### config.mk
export PLATFORM = sky130hd
export DESIGN_NAME = dcw_port
export DESIGN_NICKNAME = d
export VERILOG_FILES = /design/src/dcw_pkg.sv /design/src/dcw_fifo.sv /design/src/dcw_port.sv
export VERILOG_INCLUDE_DIRS = /design/src
export SDC_FILE = /design/constraint.sdc
export NUM_CORES = 1
export LEC_CHECK = 0
export ABC_CLOCK_PERIOD_IN_PS = 8100
export CAP_MARGIN = 20
export CORE_MARGIN = 1.5
export CORE_UTILIZATION = 40
export DETAILED_ROUTE_END_ITERATION = 8
export DONT_BUFFER_PORTS = 1
export GPL_TIMING_DRIVEN = 0
export SLEW_MARGIN = 30
export SYNTH_ARGS = -nofsm -noshare
export SYNTH_HDL_FRONTEND = slang
export SYNTH_SLANG_ARGS = --single-unit
### constraint.sdc
create_clock -name clk -period 8.1 [get_ports clk]
set_clock_uncertainty 0.15 [all_clocks]
set_input_delay 1.62 -clock clk [delete_from_list [all_inputs] [get_ports clk]]
set_output_delay 1.62 -clock clk [all_outputs]
set_load 0.05 [all_outputs]
### src/dcw_regs.svh
`ifndef DCW_REGS_SVH
`define DCW_REGS_SVH

`define DCW_POS_W 3
`define DCW_CODE_W 6
`define DCW_POSITIONS 8
`define DCW_CNT_W 4
`define DCW_CNT_RESET 4'h0
`define DCW_CNT_FULL 4'h8
`define DCW_FULL_BIT 3
`define DCW_BLANK_CODE 6'h20
`define DCW_FIFO_DEPTH 16
`define DCW_ENTRY_W 9
`define DCW_SCAN_DIV_W 6
`define DCW_SCAN_DIV_LAST 6'h3f

`endif

### src/dcw_pkg.sv
`default_nettype none

package dcw_pkg;
  typedef enum logic {
    RANDOM_ENTRY = 1'b0,
    SEQUENTIAL_ENTRY = 1'b1
  } dcw_mode_t;

  typedef enum logic [1:0] {
    DCW_IDLE = 2'b00,
    DCW_WRITING = 2'b01
  } dcw_wr_state_t;
endpackage

`default_nettype wire

### src/dcw_fifo.sv
`default_nettype none

module dcw_fifo #(
  parameter int WIDTH = 9,
  parameter int DEPTH = 16
) (
  input wire logic clk,
  input wire logic reset,
  input wire logic flush,
  input wire logic in_valid,
  output logic in_ready,
  input wire logic [WIDTH-1:0] in_data,
  output logic out_valid,
  input wire logic out_ready,
  output logic [WIDTH-1:0] out_data
);
  localparam int AW = $clog2(DEPTH);

  logic [WIDTH-1:0] store [DEPTH];
  logic [AW:0] wr_ptr;
  logic [AW:0] rd_ptr;
  logic [AW:0] next_wr_ptr;
  logic [AW:0] next_rd_ptr;
  logic push;
  logic pop;

  // Full when pointers differ only in the wrap bit
  assign in_ready = !((wr_ptr[AW] != rd_ptr[AW]) && (wr_ptr[AW-1:0] == rd_ptr[AW-1:0]));
  assign out_valid = (wr_ptr != rd_ptr);
  assign out_data = store[rd_ptr[AW-1:0]];
  assign push = in_valid && in_ready;
  assign pop = out_valid && out_ready;

  always_comb begin
    next_wr_ptr = wr_ptr;
    next_rd_ptr = rd_ptr;
    if (flush) begin
      next_wr_ptr = '0;
      next_rd_ptr = '0;
    end else begin
      if (push) begin
        next_wr_ptr = wr_ptr + 1'b1;
      end
      if (pop) begin
        next_rd_ptr = rd_ptr + 1'b1;
      end
    end
  end

  always_ff @(posedge clk) begin
    if (reset) begin
      wr_ptr <= '0;
      rd_ptr <= '0;
    end else begin
      wr_ptr <= next_wr_ptr;
      rd_ptr <= next_rd_ptr;
    end
  end

  always_ff @(posedge clk) begin
    if (push && !flush) begin
      store[wr_ptr[AW-1:0]] <= in_data;
    end
  end
endmodule // dcw_fifo

`default_nettype wire

### src/dcw_port.sv
`include "dcw_regs.svh"
`default_nettype none

module dcw_port (
  input wire logic clk,
  input wire logic reset,
  input wire logic wr_n,
  input wire logic cs,
  input wire logic cs_n,
  input wire logic mode,
  input wire logic [`DCW_CODE_W-1:0] char_code_in,
  input wire logic addr0_or_cascade_enable,
  input wire logic addr1_or_wipe_n,
  input wire logic addr2_or_full_flag_in,
  output logic addr2_or_full_flag_out,
  output logic addr2_or_full_flag_oe_n,
  input wire logic osc_or_shutdown,
  input wire logic scan_hold,
  output logic entry_ready,
  output logic [`DCW_POSITIONS-1:0] char_drive,
  output logic [`DCW_CODE_W-1:0] lamp_line_drive
);
  function automatic logic [`DCW_POSITIONS-1:0] pos_onehot(input logic [`DCW_POS_W-1:0] p);
    pos_onehot = 8'h01 << p;
  endfunction

  dcw_pkg::dcw_wr_state_t wr_state, next_wr_state;
  dcw_pkg::dcw_mode_t entry_mode, next_entry_mode;
  logic [`DCW_POS_W-1:0] addr_q, next_addr_q;
  logic cascade_q, next_cascade_q;
  logic [`DCW_CNT_W-1:0] seq_count, next_seq_count;
  logic full_drive, next_full_drive;
  logic [`DCW_CODE_W-1:0] mem [`DCW_POSITIONS];
  logic [`DCW_POS_W-1:0] scan_pos, next_scan_pos;
  logic [`DCW_SCAN_DIV_W-1:0] scan_div, next_scan_div;
  logic [`DCW_POSITIONS-1:0] next_char_drive;
  logic [`DCW_CODE_W-1:0] next_lamp;

  logic strobe;
  logic wr_fall;
  logic wr_rise;
  logic full;
  logic seq_mode;
  logic wipe;
  logic seq_enabled;
  logic push_valid;
  logic [`DCW_ENTRY_W-1:0] push_data;
  logic [`DCW_POS_W-1:0] target_pos;
  logic pop_valid;
  logic pop_ready;
  logic [`DCW_ENTRY_W-1:0] pop_data;
  logic write_blank;
  logic dark;

  assign strobe = !wr_n && cs && !cs_n;
  assign wr_fall = strobe && (wr_state == dcw_pkg::DCW_IDLE);
  assign wr_rise = !strobe && (wr_state == dcw_pkg::DCW_WRITING);
  assign full = seq_count[`DCW_FULL_BIT];
  assign seq_mode = (entry_mode == dcw_pkg::SEQUENTIAL_ENTRY);
  // Pin stays a wipe until the write start that returns to random entry
  assign wipe = seq_mode && !addr1_or_wipe_n;
  assign seq_enabled = cascade_q && !full;
  assign dark = !osc_or_shutdown;

  // Counter advances on the write end even when the entry queue is not
  // yet drained, so the position is fixed when the code is taken
  assign target_pos = seq_mode ? seq_count[`DCW_POS_W-1:0] : addr_q;
  assign push_valid = wr_rise && !wipe && (!seq_mode || seq_enabled);
  assign push_data = {target_pos, char_code_in};
  assign pop_ready = !scan_hold;
  assign write_blank = (wr_state == dcw_pkg::DCW_WRITING) && (!seq_mode || seq_enabled);

  assign addr2_or_full_flag_out = full && full_drive;
  assign addr2_or_full_flag_oe_n = !(full_drive && !dark);

  dcw_fifo #(
    .WIDTH(`DCW_ENTRY_W),
    .DEPTH(`DCW_FIFO_DEPTH)
  ) u_entry_fifo (
    .clk(clk),
    .reset(reset),
    .flush(wipe),
    .in_valid(push_valid),
    .in_ready(entry_ready),
    .in_data(push_data),
    .out_valid(pop_valid),
    .out_ready(pop_ready),
    .out_data(pop_data)
  );

  // Write sequencing and entry latches
  always_comb begin
    next_wr_state = wr_state;
    next_entry_mode = entry_mode;
    next_addr_q = addr_q;
    next_cascade_q = cascade_q;
    next_full_drive = full_drive;
    case (wr_state)
      dcw_pkg::DCW_IDLE: begin
        if (strobe) begin
          next_wr_state = dcw_pkg::DCW_WRITING;
          next_entry_mode = dcw_pkg::dcw_mode_t'(mode);
          if (!mode) begin
            next_addr_q = {addr2_or_full_flag_in, addr1_or_wipe_n,
                           addr0_or_cascade_enable};
            next_full_drive = 1'b0;
          end else begin
            next_cascade_q = addr0_or_cascade_enable;
          end
        end
      end
      dcw_pkg::DCW_WRITING: begin
        if (!strobe) begin
          next_wr_state = dcw_pkg::DCW_IDLE;
          if (seq_mode) begin
            next_full_drive = 1'b1;
          end
        end
      end
      default: begin
        next_wr_state = dcw_pkg::DCW_IDLE;
      end
    endcase
  end

  always_ff @(posedge clk) begin
    if (reset) begin
      wr_state <= dcw_pkg::DCW_IDLE;
      entry_mode <= dcw_pkg::RANDOM_ENTRY;
      addr_q <= '0;
      cascade_q <= 1'b0;
      full_drive <= 1'b0;
    end else begin
      wr_state <= next_wr_state;
      entry_mode <= next_entry_mode;
      addr_q <= next_addr_q;
      cascade_q <= next_cascade_q;
      full_drive <= next_full_drive;
    end
  end

  // Sequential counter; wipe wins over a write ending in the same cycle
  always_comb begin
    next_seq_count = seq_count;
    if (wipe) begin
      next_seq_count = `DCW_CNT_RESET;
    end else if (seq_mode && push_valid && entry_ready) begin
      next_seq_count = seq_count + 4'h1;
    end
  end

  always_ff @(posedge clk) begin
    if (reset) begin
      seq_count <= `DCW_CNT_RESET;
    end else begin
      seq_count <= next_seq_count;
    end
  end

  // Character memory; shutdown never touches it
  always_ff @(posedge clk) begin
    if (reset || wipe) begin
      for (int i = 0; i < `DCW_POSITIONS; i++) begin
        mem[i] <= `DCW_BLANK_CODE;
      end
    end else if (pop_valid && pop_ready) begin
      mem[pop_data[`DCW_ENTRY_W-1:`DCW_CODE_W]] <= pop_data[`DCW_CODE_W-1:0];
    end
  end

  // Multiplex scan; position drive from flops so it never glitches
  always_comb begin
    next_scan_div = scan_div + 6'h1;
    next_scan_pos = scan_pos;
    next_char_drive = pos_onehot(scan_pos);
    next_lamp = mem[scan_pos];
    if (scan_div == `DCW_SCAN_DIV_LAST) begin
      next_scan_pos = scan_pos + 3'h1;
    end
    if (dark) begin
      next_scan_div = '0;
      next_scan_pos = '0;
    end
    if (dark || write_blank) begin
      next_char_drive = '0;
      next_lamp = '0;
    end
  end

  always_ff @(posedge clk) begin
    if (reset) begin
      scan_div <= '0;
      scan_pos <= '0;
      char_drive <= '0;
      lamp_line_drive <= '0;
    end else begin
      scan_div <= next_scan_div;
      scan_pos <= next_scan_pos;
      char_drive <= next_char_drive;
      lamp_line_drive <= next_lamp;
    end
  end
endmodule // dcw_port

`default_nettype wire

==> results.yml, run 1 <==
outcome:
  status: "finished, final reports clean"
layout:
  drive_above_1_share: 0.190
  antenna_cells: 0
  nFillCells: 2093
  nNetsFinal: 656
  syn_to_final_growth_pct: 13.4
critical_path:
  r2r_end: "u_entry_fifo.store[9][4]"
  r2r-start: "wr_state[0]"
  rr_worst_depth: 6
  cp-end-kind: "register"
  slowest_stage: "nor2_1"
  start_kind: "input pin"
  cp_max_fo: 9
  r2r_slack_ns: 4.75
  cp_data_required_time_ns: 8.10
  max_stage_delay_ns: 0.78
  arrival_ns: 4.15
  worstPathCellList: "or3b_2, ha_1, a21boi_0, o21a_1, clkbuf_1, nand2_1, nor2_1"
  worstSetupPathType: "in2reg"
floorplan:
  io_pins: 34
  rows: 57
  fp.dieW_um: 160
  core_sq_um: 24200
  dieHeight_um: 160
  start_util: 0.406
  die_area_sq_um: 25600
route:
  dr.pass1.iters: 4
  drc: 0
  wirelength_um: 18100
  vias: 4944
  vias_per_cell: 5.10
  drt_iter0_drc: 233
  wire_per_inst_um: 18.6
  ant_nets: 0
sta:
  relSlewSlack: 0.363
  timing.final.ws_setup_ns: 3.95
  fmax_mhz: 241
  finalHoldViolCount: 0
  max_slew.worst_pin.slew_ns: 0.952
  finalSetupViolCount: 0
  slew_viol_final: 0
  tns_ns: 0
  rsz0062_at_grt: "false"
  fin_crit_sh: 0.512
  post-route-min-period_ns: 4.15
global_routing:
  gr-usage-all-layers: 0.144
  grt_max_degree: 17
  overflow: 0
  grt_pass1_wl_um: 28500
  antenna_found_initial: 0
  grt_pass1_vias: 5028
clock_tree:
  ctsHoldBuffers: 0
  cts_tree: "done"
  clk_pin_slew_worst_paths_ns: 0.06
  cts_max_path_buffers: 3
  ctsResizeCount: 0
  cts-root-buf: "clkbuf_16"
  cts.sinks: 240
  cts_setup_buffers: 0
  clock_latency_ns: 0.54
  cts_made_buffers: 26
  h-tree-depth: 1
yosys:
  synth.top_cells.by_area: "edfxtp_1 59%, dfxtp_1 9.8%, mux4_2 6.4%"
  yosys_warnings: 0
  synth_top_area_share: 0.585
  ys_async_sr_fraction: 0
  synth_cell_types: 46
  synth_flop_cell: "edfxtp_1"
  avgSynthCellArea_sq_um: 16.6
  synth_edf_count: 192
  yosys.area.top_type: "edfxtp_1"
  synth_seq_area_share: 0.683
  synth_area_sq_um: 9850
  yosys_register_bits: 240
  syn-num-nets: 624
  syn_inst: 594
  ys_top_cells_by_count: "192 x edfxtp_1, 90 x nor2_1, 48 x dfxtp_1"
  yosysMostFrequentCell: "edfxtp_1"
flow_run:
  drv_cap: 0
worst_hold_path:
  min_path_cells: 1
  hold_path_startpoint: "scan_div[0]"
  whs_endpoint: "scan_div[0]"
  hp-class: "reg2reg"
place:
  gp_congestion: 0.797
  post-place-ws_ns: 3.34
  portBuffers: 0
  hpwl_um: 12300
power:
  vdd_ir_drop_max_uv: 211
  leakage_nw: 3.64
  power.density_nw_per_um2: 270
-- state kept, by name, indices dropped and copies added, names as in the netlist, 3 cells and up, named ones only --
name and count:
u_entry_fifo.store 144, scan_div 6, seq_count 4, char_drive 8, u_entry_fifo.rd_ptr 5, lamp_line_drive 6
addr_q 3, mem 48, u_entry_fifo.wr_ptr 5, scan_pos 3
-- worst max-delay path by stage --
| stage | from | to | slack [ns] | cells after the start |
|---|---|---|---|---|
| 5_1_grt | cs | u_entry_fifo.store[9][4] | 3.81 | 7 |
| 3_3_place_gp | cs | u_entry_fifo.store[2][4] | 2.95 | 7 |
| 6_report | cs | u_entry_fifo.store[9][4] | 3.95 | 7 |
| 3_5_place_dp | cs | u_entry_fifo.store[13][0] | 3.34 | 7 |
| 2_1_floorplan | cs | u_entry_fifo.store[0][0] | 4.04 | 7 |
| 4_1_cts | cs | u_entry_fifo.store[13][4] | 3.90 | 7 |
-- layout make-up --
cell class	count	area (sq um)	area share
sequential	240	6730	0.602
multi-input combinational	322	2990	0.267
buffer	22	144	0.0129
clock inverter	11	91.3	0.00817
timing repair buffer	4	30.0	0.00269
tap	324	405	0.0363
inverter	10	37.5	0.00336
clock buffer	37	753	0.0674
-- through the flow --
stage / instance area, sq um / cells / power [W] / util / hold WS (ns)
after global placement: 10300 / 918 / 0.00189 / 0.423 / 0.279
after detailed placement: 10300 / 922 / 0.00190 / 0.426 / 0.300
after CTS: 11200 / 970 / 0.00305 / 0.460 / 0.308
after global routing: 11200 / 970 / 0.00314 / 0.461 / 0.350
after floorplan: 9850 / 594 / 0.00180 / - / 0.268
final: 11200 / 970 / 0.00302 / 0.461 / 0.305
-- critical path, delay by kind of cell --
family / cells / cell delay [ns]
AOI/OAI and AO/OA: 2 / 0.73
adders and majority gates: 1 / 0.14
buffers and inverters: 1 / 0.40
and+or+nand+nor: 3 / 1.25
-- report_power, final --
part | total (W) | switching, W | internal (W)
sequential | 0.00141 | 0.0000318 | 0.00137
combinational | 0.000466 | 0.000251 | 0.000215
clock | 0.00115 | 0.000468 | 0.000679
total | 0.00302 | 0.000751 | 0.00227
-- per-layer routing --
layer  up-vias  track usage  routed length, um
li1       2345            -                  -
met1      2483        0.189               7880
met2        88        0.246               9010
met3        28       0.0268                800
met4         0       0.0404                379
met5         -            0                  0
-- logic make-up after synthesis --
group,after synthesis,synth area share
AOI/OAI and AO/OA,30,0.0263
xor gates and xnor gates,20,0.0185
adders and majority gates,13,0.0165
and+or+nand+nor,182,0.0897
buffers and inverters,32,0.0184
muxes,77,0.148
DFF,240,0.683
-- placed cells by master, fill, tap and decap left out, types with 2 or more instances in the layout --
cell type / n
a21o_1: 2
a31oi_1: 2
nand3_1: 8
nor2b_1: 3
o21ai_4: 5
mux2_2: 9
xnor2_1: 12
inv_1: 10
and3_1: 6
buf_4: 8
mux4_1: 20
nand4_1: 4
clkinv_2: 2
ha_1: 13
and4_4: 3
nor2_1: 81
nand2_1: 34
clkbuf_8: 4
buf_12: 2
and2_1: 5
clkbuf_16: 27
clkbuf_1: 14
buf_1: 2
edfxtp_1: 192
xor2_1: 7
mux2i_1: 20
nand4_2: 8
nor3_2: 4
a21oi_1: 6
buf_2: 4
a211oi_1: 2
o21ai_0: 4
dfxtp_1: 48
nand2b_1: 12
o211ai_1: 3
nor2_2: 9
clkinv_1: 5
mux4_2: 28
Note: power is estimated with default switching activity, not from simulation.
==> run 2, diff against run 1 <==
ABC_AREA = 1   (was not set)
ABC_CLOCK_PERIOD_IN_PS = 3950   (was 8100)
clock period = 3.95 ns   (was 8.1 ns; I/O delays follow)
==> run 2 against run 1 <==
  * Register-to-register slack lost 4.1 ns
  * Via count up 36%
  * Non-clock buffer count increased by 13
  * Setup slack got worse by 3.3 ns
  * Sequential cell count is the same
  * First-iteration DRC count grew 83%
  * Critical path depth grew 2
  * Core utilization rose by 0.12 points
  * Combinational power up 120%
  * Die area grew 2.0%
==> results.yml, run 2 <==
layout:
  nNetsFinal: 1009
  final_cell_mix: "192 x edfxtp_1, 171 x nor2_1, 132 x nand2_1"
  largest_reg_flops: 144
  antenna_cells: 0
  syn_to_final_growth_pct: 12.4
  nFillCells: 2268
  drive_above_1_share: 0.0922
  final_common_cell: "edfxtp_1"
  final_core_util: 0.462
  fin_cells: 1322
global_routing:
  grt_use_met3: 0.0244
  gr-usage-all-layers: 0.178
  overflow: 0
  grt_pass1_vias: 6385
  top_usage_layer: "met2"
  use_met1: 0.241
  gr-usage-met2: 0.304
  antenna_found_initial: 0
  grt_max_degree: 17
  grt_pass1_wl_um: 35700
clock_tree:
  cts-root-buf: "clkbuf_16"
  ctsHoldBuffers: 0
  cts.sinks: 240
  cts_tree: "done"
  cts_made_buffers: 27
  cts_setup_buffers: 0
  ctsResizeCount: 0
  clk_pin_slew_worst_paths_ns: 0.06
  cts_max_path_buffers: 3
  clock_latency_ns: 0.52
  h-tree-depth: 1
yosys:
  yosys_register_bits: 240
  yosys.area.top_type: "edfxtp_1"
  ys_async_sr_fraction: 0
  synth_flop_cell: "edfxtp_1"
  yosys_warnings: 0
  synth_top_area_share: 0.573
  syn_inst: 948
  synth_seq_area_share: 0.669
  synth_area_sq_um: 10100
  synth.top_cells.by_area: "edfxtp_1 57%, dfxtp_1 9.6%, nor2_1 6.9%"
  avgSynthCellArea_sq_um: 10.6
  yosysMostFrequentCell: "edfxtp_1"
  synth_cell_types: 34
  synth_edf_count: 192
  syn-num-nets: 978
  ys_top_cells_by_count: "192 x edfxtp_1, 184 x nor2_1, 132 x nand2_1"
critical_path:
  cp_max_fo: 10
  critPathTopFamily: "simple AND/OR/NAND/NOR gates"
  worstPathCellList: "inv_1, nand2_1, nand2_1, nor2_1, nand3b_1, nand2_1, inv_1, nand2_1, nor2_1"
  slowest_stage: "nor2_1"
  arrival_ns: 3.28
  worstSetupPathType: "reg2reg"
  max_stage_delay_ns: 0.76
  cp-end-kind: "register"
  rr_worst_depth: 9
  r2r_slack_ns: 0.66
  cp_data_required_time_ns: 3.94
  path_common_cell: "nand2_1"
  r2r-start: "u_entry_fifo.wr_ptr[2]"
  start_kind: "register"
  r2r_end: "u_entry_fifo.store[12][0]"
  cp_num_buf_inv: 2
sta:
  fmax_mhz: 304
  max_slew.worst_pin.slew_ns: 0.960
  fin_crit_sh: 0.834
  hold_ws_ns: 0.214
  post-route-min-period_ns: 3.29
  finalHoldViolCount: 0
  tns_ns: 0
  finalSetupViolCount: 0
  slew_viol_final: 0
  relSlewSlack: 0.357
  rsz0062_at_grt: "false"
power:
  p_clk_frac: 0.369
  p_switching_w: 0.00174
  pwr-share-comb: 0.165
  leakage_nw: 4.18
  switching_share: 0.283
  power.density_nw_per_um2: 542
  internal-power_w: 0.00439
  vdd_ir_drop_max_uv: 302
  p_seq_frac: 0.466
route:
  wire_per_inst_um: 17.3
  drt_iter0_drc: 427
  drc: 0
  ant_nets: 0
  vias_per_cell: 5.09
  wirelength_um: 22900
  dr.pass1.iters: 5
  vias: 6723
worst_hold_path:
  hold_path_startpoint: "char_code_in[5]"
  min_path_cells: 0
  hp-class: "in2reg"
  whs_endpoint: "u_entry_fifo.store[5][5]"
floorplan:
  dieHeight_um: 162
  io_pins: 34
  start_util: 0.411
  die_area_sq_um: 26100
  fp.dieW_um: 162
  rows: 57
  core_sq_um: 24500
place:
  hpwl_um: 15100
  gp_congestion: 0.789
  portBuffers: 0
  placedCellCount: 1274
flow_run:
  drv_cap: 0
outcome:
  status: "finished, final reports clean"
run 2: routing by layer:
metal | vias to the layer above | wire, um | part of all wire
li1 | 3309 | - | -
met1 | 3225 | 10200 | 0.44
met2 | 160 | 11200 | 0.49
met5 | - | 0 | 0
met3 | 29 | 1180 | 0.051
met4 | 0 | 326 | 0.014
run 2: kinds of logic (layout without fill, tap and decap cells):
| family | Yosys count | in the layout | synth area share |
|---|---|---|---|
| buf+inv | 118 | 168 | 0.0488 |
| xor+xnor | 6 | 6 | 0.00523 |
| simple gates | 419 | 419 | 0.176 |
| flops | 240 | 240 | 0.669 |
| compound gates | 152 | 152 | 0.0845 |
| fa+ha+maj | 13 | 13 | 0.0162 |
run 2: worst max-delay path by stage:
stage | to | from | cells past startpoint
2_1_floorplan | u_entry_fifo.store[7][0] | cs | 8
3_3_place_gp | u_entry_fifo.store[7][5] | cs | 8
3_5_place_dp | u_entry_fifo.store[0][5] | u_entry_fifo.wr_ptr[2] | 9
4_1_cts | u_entry_fifo.store[13][2] | u_entry_fifo.wr_ptr[2] | 9
5_1_grt | u_entry_fifo.store[12][5] | u_entry_fifo.wr_ptr[2] | 9
6_report | u_entry_fifo.store[12][0] | u_entry_fifo.wr_ptr[2] | 9
run 2: power groups by stage:
| stage | registers [W] | clock network, W | logic (W) |
|---|---|---|---|
| finish | 0.00286 | 0.00226 | 0.00101 |
| global route | 0.00286 | 0.00240 | 0.00114 |
| CTS | 0.00286 | 0.00230 | 0.00102 |
| detailed placement | 0.00291 | 0 | 0.00102 |
| global placement | 0.00291 | 0 | 0.00100 |
| floorplan | 0.00290 | 0 | 0.000713 |
run 2: metrics by stage:
step / area (sq um) / power (W) / setup WS (ns)
floorplan: 10100 / 0.00361 / 1.26
global route: 11300 / 0.00640 / 0.422
detailed placement: 10500 / 0.00393 / 0.592
finish: 11300 / 0.00613 / 0.656
CTS: 11300 / 0.00618 / 0.578
global placement: 10500 / 0.00391 / 0.413
run 2: final cells by class:
cell class	count	area [sq um]	share of cell area
Buffer	37	184	0.0163
Clock buffer	41	758	0.0671
Clock inverter	7	35.0	0.00310
Inverter	81	307	0.0271
Multi-Input combinational cell	590	2880	0.254
Sequential cell	240	6730	0.595
Tap cell	324	405	0.0359
Timing Repair Buffer	2	12.5	0.00111
==> run 3, diff against run 2 <==
ABC_CLOCK_PERIOD_IN_PS = 2820   (was 3950)
clock period = 2.82 ns   (was 3.95 ns; I/O delays follow)
==> run 3 against run 2 <==
  * Non-clock buffer count grew 12
  * Hold slack lost 0.17 ns
  * Global-route usage grew 0.11 points
  * Sequential power grew 40%
  * Die area is the same
  * Clock power grew 41%
  * Core utilization grew 0.92 points
  * First-iteration DRC count grew 2.3%
  * Final cell count grew 0.91%
==> results.yml, run 3 (synthesis gave the netlist of run 2 again) <==
sta:
  slew_viol_final: 0
  relSlewSlack: 0.518
  fin_crit_sh: 0.995
  fmax_mhz: 356
  rsz0062_at_grt: "true"
  finalHoldViolCount: 0
  hold_ws_ns: 0.0400
  tns_ns: 0
  finalSetupViolCount: 0
  max_slew.worst_pin.slew_ns: 0.724
  post-route-min-period_ns: 2.81
layout:
  drive_above_1_share: 0.100
  final_common_cell: "edfxtp_1"
  fin_cells: 1334
  multiInputGateArea_sq_um: 2960
  antenna_cells: 0
  syn_to_final_growth_pct: 14.7
  nNetsFinal: 1021
  nFillCells: 2248
  register_area_sq_um: 6730
  final_cell_mix: "192 x edfxtp_1, 169 x nor2_1, 131 x nand2_1"
  largest_reg_flops: 144
  final_core_util: 0.471
route:
  dr.pass1.iters: 5
  drc: 0
  ant_nets: 0
  drt_iter0_drc: 437
  wire_per_inst_um: 17.3
  wirelength_um: 23100
  vias_per_cell: 5.10
  vias: 6799
global_routing:
  grt_pass1_wl_um: 36000
  use_met1: 0.244
  grt_max_degree: 17
  gr-usage-met2: 0.303
  grt_pass1_vias: 6447
  antenna_found_initial: 0
  overflow: 0
  top_usage_layer: "met2"
  gr-usage-all-layers: 0.179
  grt_use_met3: 0.0247
clock_tree:
  cts-root-buf: "clkbuf_16"
  cts_made_buffers: 27
  cts_tree: "done"
  clk_pin_slew_worst_paths_ns: 0.06
  clock_latency_ns: 0.52
  cts.sinks: 240
  cts_max_path_buffers: 3
  h-tree-depth: 1
critical_path:
  worstPathCellList: "inv_1, nand2_1, nand2_1, nor2_1, nand3b_1, nand2_4, inv_1, nand2_1, nor2_4, buf_12"
  cp-end-kind: "register"
  rr_worst_depth: 10
  cp_max_fo: 8
  path_common_cell: "nand2_1"
  critPathTopFamily: "simple AND/OR/NAND/NOR gates"
  max_stage_delay_ns: 0.53
  arrival_ns: 2.93
  worstSetupPathType: "reg2reg"
  cp_num_buf_inv: 3
  start_kind: "register"
  cp_data_required_time_ns: 2.95
  slowest_stage: "nand3b_1"
  path_depth: 10
floorplan:
  dieHeight_um: 162
  start_util: 0.411
  rows: 57
  io_pins: 34
  die_area_sq_um: 26100
  core_sq_um: 24500
  fp.dieW_um: 162
outcome:
  status: "finished, final reports clean"
place:
  hpwl_um: 15100
  placedCellCount: 1274
  gp_congestion: 0.789
  portBuffers: 0
power:
  vdd_ir_drop_max_uv: 436
  leakage_nw: 4.25
  power.density_nw_per_um2: 750
worst_hold_path:
  hp-class: "in2reg"
  min_path_cells: 2
flow_run:
  drv_cap: 0
-- run 3: changes by cell type in the layout (fill, tap and decap cells not counted) --
| cell | delta |
|---|---|
| nor2_2 | -12 |
| nand2_4 | +1 |
| nand2_1 | -1 |
| buf_4 | +3 |
| buf_12 | +3 |
| dlygate4sd3_1 | +6 |
| nor2_1 | -2 |
| nor2_4 | +14 |
-- run 3: layer usage --
layer	vias to the layer above	share of wire
met1	3254	0.44
met4	0	0.014
met5	-	0
met3	30	0.057
met2	182	0.49
li1	3333	-
-- run 3: timing repair --
item	CTS	global route
buffers inserted	4	2
endpoints found under the setup margin	132	126
gates cloned	0	0
endpoints found under the hold margin	96	0
pin swaps	3	1
gates resized for setup	23	0
hold buffers	6	0
-- run 3: final timing paths --
| kind | endpoint | startpoint | slack (ns) |
|---|---|---|---|
| hold / removal | addr_q[0] | addr0_or_cascade_enable | 0.04 |
| setup / recovery | u_entry_fifo.store[9][0] | u_entry_fifo.wr_ptr[2] | 0.01 |
| setup reg to reg | u_entry_fifo.store[9][0] | u_entry_fifo.wr_ptr[2] | 0.01 |
| hold reg to reg | scan_div[5] | scan_div[5] | 0.30 |
-- run 3: power breakdown --
part,switching (W),total [W],internal (W)
combinational,0.00107,0.00146,0.000399
clock,0.00134,0.00318,0.00184
sequential,0.0000726,0.00400,0.00393
total,0.00248,0.00864,0.00617
-- run 3: layout make-up --
| cell class | count | share of cell area |
|---|---|---|
| plain buffers | 37 | 0.0160 |
| clock buffers | 41 | 0.0658 |
| clock inverters | 7 | 0.00304 |
| inverters | 81 | 0.0266 |
| multi-input cells | 590 | 0.257 |
| flip-flops and latches | 240 | 0.583 |
| well taps | 324 | 0.0352 |
| repair buffers | 14 | 0.0135 |
-- run 3: through the flow --
step | total power (W) | setup slack (ns) | cell area (sq um)
after floorplan | 0.00506 | 0.190 | 10100
after global placement | 0.00548 | -0.704 | 10500
after detailed placement | 0.00550 | -0.538 | 10500
after CTS | 0.00869 | 0.00268 | 11500
after global routing | 0.00902 | -0.125 | 11500
final | 0.00864 | 0.0145 | 11500
-- run 3: worst register-to-register path, cell delays in order, from the launching register on --
cell and delay (ns):
dfxtp_1 0.44, inv_1 0.14, nand2_1 0.08, nand2_1 0.06, nor2_1 0.15, nand3b_1 0.53
nand2_4 0.31, inv_1 0.13, nand2_1 0.32, nor2_4 0.09, buf_12 0.16
